[src/hw/gci_pkg.sv]
// package: constants and carrier types of the gpio command interpreter
package gci_pkg;
   // ***************************************************************
   // protocol
   // ***************************************************************
   localparam int GCI_PINS = 8;
   localparam int GCI_VEC_BITS = 32;
   localparam int GCI_FRAME_BYTES = 9;
   localparam int GCI_RESP_BYTES = 5;
   localparam int GCI_ERR_BYTES = 1;
   localparam logic [7:0] GCI_CMD_GET_FUNC = 8'h10;
   localparam logic [7:0] GCI_CMD_GET_DIR = 8'h11;
   localparam logic [7:0] GCI_CMD_GET_LVL = 8'h12;
   localparam logic [7:0] GCI_CMD_GET_STATE = 8'h13;
   localparam logic [7:0] GCI_CMD_SET_DIR = 8'h19;
   localparam logic [7:0] GCI_CMD_SET_LVL = 8'h1a;
   localparam logic [7:0] GCI_CMD_SET_STATE = 8'h1b;
   localparam logic [7:0] GCI_ERR_CODE = 8'hff;
   // ***************************************************************
   // register map, byte addresses
   // ***************************************************************
   localparam logic [7:0] GCI_OFS_CTRL = 8'h00;
   localparam logic [7:0] GCI_OFS_FUNC = 8'h04;
   localparam logic [7:0] GCI_OFS_DIR_INIT = 8'h08;
   localparam logic [7:0] GCI_OFS_LVL_INIT = 8'h0c;
   localparam logic [7:0] GCI_OFS_RT_DIR = 8'h10;
   localparam logic [7:0] GCI_OFS_RT_LVL = 8'h14;
   localparam logic [7:0] GCI_OFS_RT_STATE = 8'h18;
   localparam int GCI_CTRL_OFF_BIT = 0;
   localparam int GCI_CTRL_RELOAD_BIT = 1;
   // ***************************************************************
   // reset values and bus response codes
   // ***************************************************************
   localparam logic [7:0] GCI_FUNC_RST = 8'hff;
   localparam logic [7:0] GCI_DIR_RST = 8'h00;
   localparam logic [7:0] GCI_LVL_RST = 8'hff;
   localparam logic [7:0] GCI_STATE_RST = 8'h00;
   localparam logic [1:0] GCI_RESP_OKAY = 2'h0;
   localparam logic [1:0] GCI_RESP_SLVERR = 2'h2;
   // ***************************************************************
   // carriers
   // ***************************************************************
   typedef struct packed {
      logic port_off;
      logic [GCI_PINS-1:0] func;
      logic [GCI_PINS-1:0] dir_init;
      logic [GCI_PINS-1:0] lvl_init;
   } gci_cfg_type;
   typedef struct packed {
      logic [GCI_PINS-1:0] dir;
      logic [GCI_PINS-1:0] lvl;
      logic [GCI_PINS-1:0] state;
   } gci_rt_type;
endpackage

[src/hw/gci_axil_regs.sv]
// module: axi4-lite slave holding stored configuration and status view
`timescale 1ns/1ns
module gci_axil_regs
(
   input wire logic aclk,
   input wire logic aresetn,
   input wire logic [7:0] s_axi_awaddr,
   input wire logic s_axi_awvalid,
   output logic s_axi_awready,
   input wire logic [31:0] s_axi_wdata,
   input wire logic [3:0] s_axi_wstrb,
   input wire logic s_axi_wvalid,
   output logic s_axi_wready,
   output logic [1:0] s_axi_bresp,
   output logic s_axi_bvalid,
   input wire logic s_axi_bready,
   input wire logic [7:0] s_axi_araddr,
   input wire logic s_axi_arvalid,
   output logic s_axi_arready,
   output logic [31:0] s_axi_rdata,
   output logic [1:0] s_axi_rresp,
   output logic s_axi_rvalid,
   input wire logic s_axi_rready,
   input wire gci_pkg::gci_rt_type rt,
   output gci_pkg::gci_cfg_type cfg,
   output logic reload
);
   logic aw_hold_reg;
   logic w_hold_reg;
   logic [7:0] awaddr_reg;
   logic [31:0] wdata_reg;
   logic wlane_reg;
   logic bvalid_reg;
   logic [1:0] bresp_reg;
   logic rvalid_reg;
   logic [1:0] rresp_reg;
   logic [31:0] rdata_reg;
   logic do_write;
   logic wr_hit;
   gci_pkg::gci_cfg_type cfg_reg;
   logic reload_reg;

   // ***************************************************************
   // write channel: address and data in either order
   // ***************************************************************
   assign s_axi_awready = !aw_hold_reg && !bvalid_reg;
   assign s_axi_wready = !w_hold_reg && !bvalid_reg;
   assign do_write = aw_hold_reg && w_hold_reg && !bvalid_reg;
   assign wr_hit = awaddr_reg == gci_pkg::GCI_OFS_CTRL
      || awaddr_reg == gci_pkg::GCI_OFS_FUNC
      || awaddr_reg == gci_pkg::GCI_OFS_DIR_INIT
      || awaddr_reg == gci_pkg::GCI_OFS_LVL_INIT;

   // capture address and data, then answer once both are held
   always_ff @(posedge aclk)
   begin
      if (!aresetn)
      begin
         aw_hold_reg <= 1'b0;
         w_hold_reg <= 1'b0;
         awaddr_reg <= 8'h00;
         wdata_reg <= 32'h0000_0000;
         wlane_reg <= 1'b0;
         bvalid_reg <= 1'b0;
         bresp_reg <= gci_pkg::GCI_RESP_OKAY;
      end
      else
      begin
         if (s_axi_awvalid && s_axi_awready)
         begin
            aw_hold_reg <= 1'b1;
            awaddr_reg <= {s_axi_awaddr[7:2], 2'b00};
         end
         if (s_axi_wvalid && s_axi_wready)
         begin
            w_hold_reg <= 1'b1;
            wdata_reg <= s_axi_wdata;
            wlane_reg <= s_axi_wstrb[0]; // all fields sit in lane 0
         end
         if (do_write)
         begin
            aw_hold_reg <= 1'b0;
            w_hold_reg <= 1'b0;
            bvalid_reg <= 1'b1;
            bresp_reg <= wr_hit ? gci_pkg::GCI_RESP_OKAY
                                : gci_pkg::GCI_RESP_SLVERR;
         end
         else if (s_axi_bready)
            bvalid_reg <= 1'b0;
      end
   end

   // stored configuration; reload is a write-one pulse, reads as zero
   always_ff @(posedge aclk)
   begin
      if (!aresetn)
      begin
         cfg_reg.port_off <= 1'b0;
         cfg_reg.func <= gci_pkg::GCI_FUNC_RST;
         cfg_reg.dir_init <= gci_pkg::GCI_DIR_RST;
         cfg_reg.lvl_init <= gci_pkg::GCI_LVL_RST;
         reload_reg <= 1'b0;
      end
      else
      begin
         reload_reg <= 1'b0;
         if (do_write && wlane_reg)
         begin
            case (awaddr_reg)
               gci_pkg::GCI_OFS_CTRL:
               begin
                  cfg_reg.port_off <= wdata_reg[gci_pkg::GCI_CTRL_OFF_BIT];
                  reload_reg <= wdata_reg[gci_pkg::GCI_CTRL_RELOAD_BIT];
               end
               gci_pkg::GCI_OFS_FUNC: cfg_reg.func <= wdata_reg[7:0];
               gci_pkg::GCI_OFS_DIR_INIT: cfg_reg.dir_init <= wdata_reg[7:0];
               gci_pkg::GCI_OFS_LVL_INIT: cfg_reg.lvl_init <= wdata_reg[7:0];
               default: ;
            endcase
         end
      end
   end

   // ***************************************************************
   // read channel
   // ***************************************************************
   assign s_axi_arready = !rvalid_reg;

   always_ff @(posedge aclk)
   begin
      if (!aresetn)
      begin
         rvalid_reg <= 1'b0;
         rdata_reg <= 32'h0000_0000;
         rresp_reg <= gci_pkg::GCI_RESP_OKAY;
      end
      else if (s_axi_arvalid && s_axi_arready)
      begin
         rvalid_reg <= 1'b1;
         rresp_reg <= gci_pkg::GCI_RESP_OKAY;
         case ({s_axi_araddr[7:2], 2'b00})
            gci_pkg::GCI_OFS_CTRL: rdata_reg <= {31'h0, cfg_reg.port_off};
            gci_pkg::GCI_OFS_FUNC: rdata_reg <= {24'h0, cfg_reg.func};
            gci_pkg::GCI_OFS_DIR_INIT: rdata_reg <= {24'h0, cfg_reg.dir_init};
            gci_pkg::GCI_OFS_LVL_INIT: rdata_reg <= {24'h0, cfg_reg.lvl_init};
            gci_pkg::GCI_OFS_RT_DIR: rdata_reg <= {24'h0, rt.dir};
            gci_pkg::GCI_OFS_RT_LVL: rdata_reg <= {24'h0, rt.lvl};
            gci_pkg::GCI_OFS_RT_STATE: rdata_reg <= {24'h0, rt.state};
            default:
            begin
               rdata_reg <= 32'h0000_0000;
               rresp_reg <= gci_pkg::GCI_RESP_SLVERR;
            end
         endcase
      end
      else if (s_axi_rready)
         rvalid_reg <= 1'b0;
   end

   assign s_axi_bvalid = bvalid_reg;
   assign s_axi_bresp = bresp_reg;
   assign s_axi_rvalid = rvalid_reg;
   assign s_axi_rdata = rdata_reg;
   assign s_axi_rresp = rresp_reg;
   assign cfg = cfg_reg;
   assign reload = reload_reg;
endmodule

[src/hw/gci_gpio_cmd.sv]
// module: gpio command interpreter top with byte streams and pins
`timescale 1ns/1ns
// How it works
// - eight real pins, protocol vectors hold 32
// - reset: gpio function, input, active low
// - each pin function chosen independently
// - power-up settings from stored config registers
// - vectors little endian, pin 0 bit 0
// - non-gpio bits read zero in command answers, writes ignored
// - every command frame is nine bytes
// - unused parameter bytes accepted and ignored
// - valid command answers echo plus four bytes
// - unknown command answers ffh, changes nothing
// - byte 0 selects the operation code
// - 10h returns function vector
// - 11h returns direction vector, 1 is output
// - 12h returns polarity vector, 1 active low
// - 13h returns logical pin states
// - no command changes pin functions
// - written settings volatile, revert on reload
// - writes update only masked pins
// - state write answers resulting state vector
// - state bit 1 means active
module gci_gpio_cmd
(
   input wire logic aclk,
   input wire logic aresetn,
   input wire logic [7:0] s_axi_awaddr,
   input wire logic s_axi_awvalid,
   output logic s_axi_awready,
   input wire logic [31:0] s_axi_wdata,
   input wire logic [3:0] s_axi_wstrb,
   input wire logic s_axi_wvalid,
   output logic s_axi_wready,
   output logic [1:0] s_axi_bresp,
   output logic s_axi_bvalid,
   input wire logic s_axi_bready,
   input wire logic [7:0] s_axi_araddr,
   input wire logic s_axi_arvalid,
   output logic s_axi_arready,
   output logic [31:0] s_axi_rdata,
   output logic [1:0] s_axi_rresp,
   output logic s_axi_rvalid,
   input wire logic s_axi_rready,
   input wire logic [7:0] rx_data,
   input wire logic rx_valid,
   output logic rx_ready,
   output logic [7:0] tx_data,
   output logic tx_valid,
   input wire logic tx_ready,
   input wire logic [gci_pkg::GCI_PINS-1:0] pin_in,
   output logic [gci_pkg::GCI_PINS-1:0] pin_out,
   output logic [gci_pkg::GCI_PINS-1:0] pin_oe
);
   typedef enum {GCI_ST_RX, GCI_ST_EXEC, GCI_ST_TX} gci_state_type;

   localparam int FB = gci_pkg::GCI_FRAME_BYTES;
   localparam int NP = gci_pkg::GCI_PINS;

   gci_state_type st_reg;
   logic [FB*8-1:0] frame_reg;
   logic [3:0] rx_cnt_reg;
   logic [3:0] tx_cnt_reg;
   logic [39:0] resp_reg;
   logic [NP-1:0] dir_reg;
   logic [NP-1:0] lvl_reg;
   logic [NP-1:0] ost_reg;
   logic [NP-1:0] dir_next;
   logic [NP-1:0] lvl_next;
   logic [NP-1:0] ost_next;
   logic [NP-1:0] mask;
   logic [NP-1:0] newval;
   logic [NP-1:0] view_next;
   logic [NP-1:0] view_now;
   logic [NP-1:0] resp_vec;
   logic cmd_ok;
   logic [7:0] cmd;
   logic rx_take;
   logic tx_take;
   logic reload;
   gci_pkg::gci_cfg_type cfg;
   gci_pkg::gci_rt_type rt;

   // ***************************************************************
   // register bus
   // ***************************************************************
   gci_axil_regs u_regs
   (
      .aclk(aclk),
      .aresetn(aresetn),
      .s_axi_awaddr(s_axi_awaddr),
      .s_axi_awvalid(s_axi_awvalid),
      .s_axi_awready(s_axi_awready),
      .s_axi_wdata(s_axi_wdata),
      .s_axi_wstrb(s_axi_wstrb),
      .s_axi_wvalid(s_axi_wvalid),
      .s_axi_wready(s_axi_wready),
      .s_axi_bresp(s_axi_bresp),
      .s_axi_bvalid(s_axi_bvalid),
      .s_axi_bready(s_axi_bready),
      .s_axi_araddr(s_axi_araddr),
      .s_axi_arvalid(s_axi_arvalid),
      .s_axi_arready(s_axi_arready),
      .s_axi_rdata(s_axi_rdata),
      .s_axi_rresp(s_axi_rresp),
      .s_axi_rvalid(s_axi_rvalid),
      .s_axi_rready(s_axi_rready),
      .rt(rt),
      .cfg(cfg),
      .reload(reload)
   );

   // ***************************************************************
   // frame reception
   // ***************************************************************
   assign rx_ready = st_reg == GCI_ST_RX;
   assign rx_take = rx_valid && rx_ready;
   assign tx_valid = st_reg == GCI_ST_TX;
   assign tx_take = tx_valid && tx_ready;
   assign tx_data = resp_reg[7:0];

   // bytes shift in from the top, so byte 0 lands in bits 7:0
   always_ff @(posedge aclk)
   begin
      if (!aresetn)
         frame_reg <= '0;
      else if (rx_take)
         frame_reg <= {rx_data, frame_reg[FB*8-1:8]};
   end

   // operation byte and parameter fields of the held frame
   assign cmd = frame_reg[7:0];
   assign mask = frame_reg[8 +: NP] & cfg.func;
   assign newval = frame_reg[40 +: NP];

   // ***************************************************************
   // sequencing
   // ***************************************************************
   // one frame at a time: no byte is taken while an answer is pending
   always_ff @(posedge aclk)
   begin
      if (!aresetn)
      begin
         st_reg <= GCI_ST_RX;
         rx_cnt_reg <= 4'h0;
      end
      else
      begin
         case (st_reg)
            GCI_ST_RX:
               if (rx_take)
               begin
                  if (rx_cnt_reg == 4'(FB - 1))
                  begin
                     rx_cnt_reg <= 4'h0;
                     st_reg <= GCI_ST_EXEC;
                  end
                  else
                     rx_cnt_reg <= rx_cnt_reg + 4'h1;
               end
            GCI_ST_EXEC:
               // a disabled port drops the frame with no answer
               st_reg <= cfg.port_off ? GCI_ST_RX : GCI_ST_TX;
            GCI_ST_TX:
               if (tx_take && tx_cnt_reg == 4'h1)
                  st_reg <= GCI_ST_RX;
            default: st_reg <= GCI_ST_RX;
         endcase
      end
   end

   // ***************************************************************
   // command decode
   // ***************************************************************
   // merge masked new bits; next values equal the current ones on reads
   always_comb
   begin
      dir_next = dir_reg;
      lvl_next = lvl_reg;
      ost_next = ost_reg;
      cmd_ok = 1'b1;
      case (cmd)
         gci_pkg::GCI_CMD_GET_FUNC,
         gci_pkg::GCI_CMD_GET_DIR,
         gci_pkg::GCI_CMD_GET_LVL,
         gci_pkg::GCI_CMD_GET_STATE: ;
         gci_pkg::GCI_CMD_SET_DIR:
            dir_next = (dir_reg & ~mask) | (newval & mask);
         gci_pkg::GCI_CMD_SET_LVL:
            lvl_next = (lvl_reg & ~mask) | (newval & mask);
         gci_pkg::GCI_CMD_SET_STATE:
            ost_next = (ost_reg & ~mask) | (newval & mask);
         default: cmd_ok = 1'b0;
      endcase
   end

   // logical state: driven value for outputs, decoded level for inputs
   assign view_next = (dir_next & ost_next)
      | (~dir_next & (pin_in ^ lvl_next));
   assign view_now = (dir_reg & ost_reg)
      | (~dir_reg & (pin_in ^ lvl_reg));

   // answer vector; bits of dedicated pins are forced to zero
   always_comb
   begin
      case (cmd)
         gci_pkg::GCI_CMD_GET_FUNC: resp_vec = cfg.func;
         gci_pkg::GCI_CMD_GET_DIR,
         gci_pkg::GCI_CMD_SET_DIR: resp_vec = dir_next & cfg.func;
         gci_pkg::GCI_CMD_GET_LVL,
         gci_pkg::GCI_CMD_SET_LVL: resp_vec = lvl_next & cfg.func;
         gci_pkg::GCI_CMD_GET_STATE,
         gci_pkg::GCI_CMD_SET_STATE:
            resp_vec = view_next & cfg.func;
         default: resp_vec = '0;
      endcase
   end

   // ***************************************************************
   // answer shift register
   // ***************************************************************
   // built in the execute cycle, shifted out one byte per handshake
   always_ff @(posedge aclk)
   begin
      if (!aresetn)
      begin
         resp_reg <= 40'h00_0000_0000;
         tx_cnt_reg <= 4'h0;
      end
      else if (st_reg == GCI_ST_EXEC)
      begin
         if (cmd_ok)
         begin
            resp_reg <= {{(32-NP){1'b0}}, resp_vec, cmd};
            tx_cnt_reg <= 4'(gci_pkg::GCI_RESP_BYTES);
         end
         else
         begin
            resp_reg <= {32'h0000_0000, gci_pkg::GCI_ERR_CODE};
            tx_cnt_reg <= 4'(gci_pkg::GCI_ERR_BYTES);
         end
      end
      else if (tx_take)
      begin
         resp_reg <= {8'h00, resp_reg[39:8]};
         tx_cnt_reg <= tx_cnt_reg - 4'h1;
      end
   end

   // ***************************************************************
   // runtime pin settings
   // ***************************************************************
   // reload stands for a reboot and wins over a command in flight
   always_ff @(posedge aclk)
   begin
      if (!aresetn)
      begin
         dir_reg <= gci_pkg::GCI_DIR_RST;
         lvl_reg <= gci_pkg::GCI_LVL_RST;
         ost_reg <= gci_pkg::GCI_STATE_RST;
      end
      else if (reload)
      begin
         dir_reg <= cfg.dir_init;
         lvl_reg <= cfg.lvl_init;
         ost_reg <= gci_pkg::GCI_STATE_RST;
      end
      else if (st_reg == GCI_ST_EXEC && cmd_ok && !cfg.port_off)
      begin
         dir_reg <= dir_next;
         lvl_reg <= lvl_next;
         ost_reg <= ost_next;
      end
   end

   // ***************************************************************
   // pin drivers
   // ***************************************************************
   // dedicated pins are never driven; the flop costs one cycle but
   // keeps decode glitches off the pads
   always_ff @(posedge aclk)
   begin
      if (!aresetn)
      begin
         pin_oe <= gci_pkg::GCI_DIR_RST & gci_pkg::GCI_FUNC_RST;
         pin_out <= gci_pkg::GCI_STATE_RST ^ gci_pkg::GCI_LVL_RST;
      end
      else
      begin
         pin_oe <= dir_reg & cfg.func;
         pin_out <= ost_reg ^ lvl_reg;
      end
   end

   // live settings for the status registers
   assign rt.dir = dir_reg;
   assign rt.lvl = lvl_reg;
   assign rt.state = view_now;
endmodule

[config.mk]
export PLATFORM = sky130hd
export DESIGN_NAME = gci_gpio_cmd
export DESIGN_NICKNAME = d
export VERILOG_FILES = /design/src/hw/gci_pkg.sv /design/src/hw/gci_axil_regs.sv /design/src/hw/gci_gpio_cmd.sv
export SDC_FILE = /design/constraint.sdc
export NUM_CORES = 1
export LEC_CHECK = 0
export BUFFER_PORTS_ARGS = -buffer_cell sky130_fd_sc_hd__buf_2
export CAP_MARGIN = 20
export CORE_MARGIN = 3
export CORE_UTILIZATION = 54
export DETAILED_ROUTE_END_ITERATION = 10
export PLACE_DENSITY = 0.89
export SKIP_LAST_GASP = 1
export SYNTH_ARGS = -nofsm -noshare
export SYNTH_HDL_FRONTEND = slang
export SYNTH_HIERARCHICAL = 1
export SYNTH_SLANG_ARGS = --single-unit
[constraint.sdc]
create_clock -name aclk -period 3.2 [get_ports aclk]
set_input_delay 0.32 -clock aclk [delete_from_list [all_inputs] [get_ports aclk]]
set_output_delay 0.32 -clock aclk [all_outputs]
set_load 0.03 [all_outputs]
==> out/metrics.csv <==
metric;value;unit
p_int;0.003842;W
p_per_area;503.1;nW/um2
yosysUniqueCellTypes;66;
area_delta_synth_final;10.77;%
grt_pass1_vias;7431;
clock_latency;0.43;ns
fmaxAchievable;0.4195;GHz
die_y;135.4;um
path_delay_family;simple AND/OR/NAND/NOR gates;
path_buf_inv;1;
r2r-end;lvl_reg[2];
first_pass_iters;8;
cp_data_arrival_time;2.75;ns
setup_viol;0;
nNetsFinal;1219;
mostFrequentLayoutCell;nand2_1;
tightestPinTransition;1.128;ns
clockBufferDepth;2;
drt.antenna.violating_nets;0;
clk_pin_slew;0.07;ns
gr-total-overflow;0;
crit_start;frame_reg[0];
synthesis.area;9037;um2
fin_tns_setup;0;ns
synth-edff-count;0;
holdBufCountCts;0;
vias;8143;
skew;0.007896;ns
grt_usage;25.62;%
pre_cts_slack;0.9092;ns
drc;0;
slew_headroom;24.55;%
port_buffers;86;
synth-xor-area-share;1.551;%
yosys_warnings;6;
ys.flop_type;dfxtp_1;
drive_above_1_share;14.07;%
vdd_drop_max;0.0003939;V
largest_reg_flops;72;
avgSynthCellArea;8.186;um2
endpoint;lvl_reg[2];
clock_power_share;44.9;%
drt-initial-drc-count;907;
r2r-start;frame_reg[0];
io_pins;144;
swShare;23.72;%
coreArea;16120;um2
cts_tree;done;
synth_fa_ha_area_share;0.5538;%
power_frac_comb;6.2;%
slowest_delay;0.70;ns
synth_compound_area_share;16.41;%
critical_path_class;flip-flop to flip-flop;
die_x;135.4;um
reg2reg_depth;5;
cp-start-kind;flip-flop;
power_frac_seq;49.0;%
crit_chain;buf_4, nor4b_1, nand3_2, or3_1, a31oi_1;
r2r_slack;0.82;ns
fin_crit_sh;74.49;%
globalplace.congestion;0.9331;
start_util;56.08;%
drt-wirelength-per-cell;17.38;um
worst_slack;0.8165;ns
cts_resized;0;
post-dp-hpwl;15.94;mm
min_path_type;input pin to flip-flop;
layout_common_cells;nand2_1, dfxtp_1, a21oi_1;
vias_per_cell;5.957;
drt_wl_total;23.75;mm
dieArea;18320;um2
synthSimpleGateAreaFrac;24.46;%
drv_cap;0;
rsz0062_at_grt;false;
grt_first_pass_wirelength;37.53;mm
path_depth;5;
synthArstFlopShare;0;%
syn-instance-count;1104;
cts-root-buf;clkbuf_16;
synth.mux.area_fraction;7.185;%
critPathRequiredTime;3.56;ns
grt_antenna_before_repair;0;
grt_max_degree;73;
htree_levels;4;
post_cts_buffers;0;
antennaDiodeCount;0;
cts_sinks;193;
cp-end-kind;flip-flop;
seq_area_frac_synth;42.75;%
slew_violations;0;
cts_buffers;17;
synth_top_family_by_area;simple AND/OR/NAND/NOR gates;
fin_crit;2.384;ns
hold_viol;0;
synth_seq_cells;193;
fin_hold_ws;0.1240;ns
outcome;finished, final reports clean;
leakagePower;3.764;nW
row_count;46;
crit_slowest_cell;nor4b_1;
critPathMaxFanout;12;
switching_power;0.001194;W
power by group through the flow:
| stage | registers, W | logic, W | clock network (W) |
|---|---|---|---|
| floorplan | 0.00252 | 0.000244 | 0 |
| global placement | 0.00252 | 0.000302 | 0 |
| detailed placement | 0.00252 | 0.000306 | 0 |
| CTS | 0.00246 | 0.000307 | 0.00228 |
| global route | 0.00247 | 0.000338 | 0.00239 |
| finish | 0.00247 | 0.000311 | 0.00226 |
layout make-up:
class / instances / area [um2]
fillers: 1388 / 6105
multi-input cells: 813 / 4638
flip-flops and latches: 193 / 3864
repair buffers: 100 / 560.5
clock buffers: 17 / 425.4
well taps: 216 / 270.3
clock inverters: 15 / 203.9
inverters: 13 / 48.80
tightest hold or removal path: stages:
cell and delay (ns):
buf_2 0.09, nand2_1 0.04, a21oi_1 0.05
worst min path at each step:
stage	start	end	depth (start not counted)
global route	rx_data[3]	frame_reg[67]	3
finish	rx_data[0]	frame_reg[64]	3
detailed placement	u_regs/s_axi_rdata[4]	u_regs/s_axi_rdata[4]	2
CTS	rx_data[5]	frame_reg[69]	3
floorplan	frame_reg[24]	frame_reg[16]	2
global placement	frame_reg[21]	frame_reg[13]	2
metal layers:
metal	share of wire, %	track usage, %	vias to the layer above	routed length, um
li1	-	-	3881	-
met1	41	33.01	3785	9692
met2	47	41.65	407	11120
met3	9.2	5.684	70	2195
met4	3.1	10.69	0	748
met5	0	0	-	0
synthesized netlist by cell type (3+ instances only):
cell type | n | area, um2
a22oi_1 | 9 | 67.56
nor2b_1 | 11 | 68.82
a221o_1 | 3 | 30.03
o41ai_1 | 4 | 35.03
nand2b_1 | 7 | 43.79
buf_2 | 16 | 80.08
mux2i_1 | 57 | 570.6
o2111ai_1 | 11 | 96.34
a21oi_1 | 109 | 545.5
a31oi_1 | 12 | 75.07
inv_1 | 12 | 45.04
a211oi_1 | 3 | 22.52
a31o_2 | 8 | 70.07
o311ai_1 | 3 | 26.28
buf_1 | 8 | 30.03
nand4b_1 | 10 | 87.58
mux2_2 | 7 | 78.83
nand2_1 | 253 | 949.7
xnor2_1 | 16 | 140.1
dfxtp_1 | 193 | 3864
and2_1 | 5 | 31.28
nor2_1 | 49 | 183.9
o21ai_0 | 44 | 220.2
and3_1 | 11 | 68.82
nand4_1 | 22 | 137.6
nor4_1 | 3 | 18.77
nand3_1 | 34 | 170.2
buf_4 | 37 | 277.8
clkbuf_1 | 46 | 172.7
a21boi_0 | 11 | 82.58
o211ai_1 | 7 | 52.55
ha_1 | 4 | 50.05
nor3_1 | 31 | 155.2
a32o_1 | 3 | 30.03
nor3b_1 | 4 | 30.03
cell families after synthesis:
group / Yosys count
flops: 193
xor+xnor: 16
mux: 64
buf+inv: 123
other cells: 1
fa+ha+maj: 4
simple gates: 463
compound gates: 240
through the flow:
stage | utilization [%] | cell area (um2) | instances | total power [W]
2_1_floorplan | - | 9131 | 1129 | 0.002762
3_3_place_gp | 58.21 | 9382 | 1335 | 0.002820
3_5_place_dp | 58.21 | 9382 | 1335 | 0.002825
4_1_cts | 62.12 | 10010 | 1367 | 0.005055
5_1_grt | 62.12 | 10010 | 1367 | 0.005193
6_report | 62.12 | 10010 | 1367 | 0.005036
No activity file was read; power rests on OpenSTA's default activity.
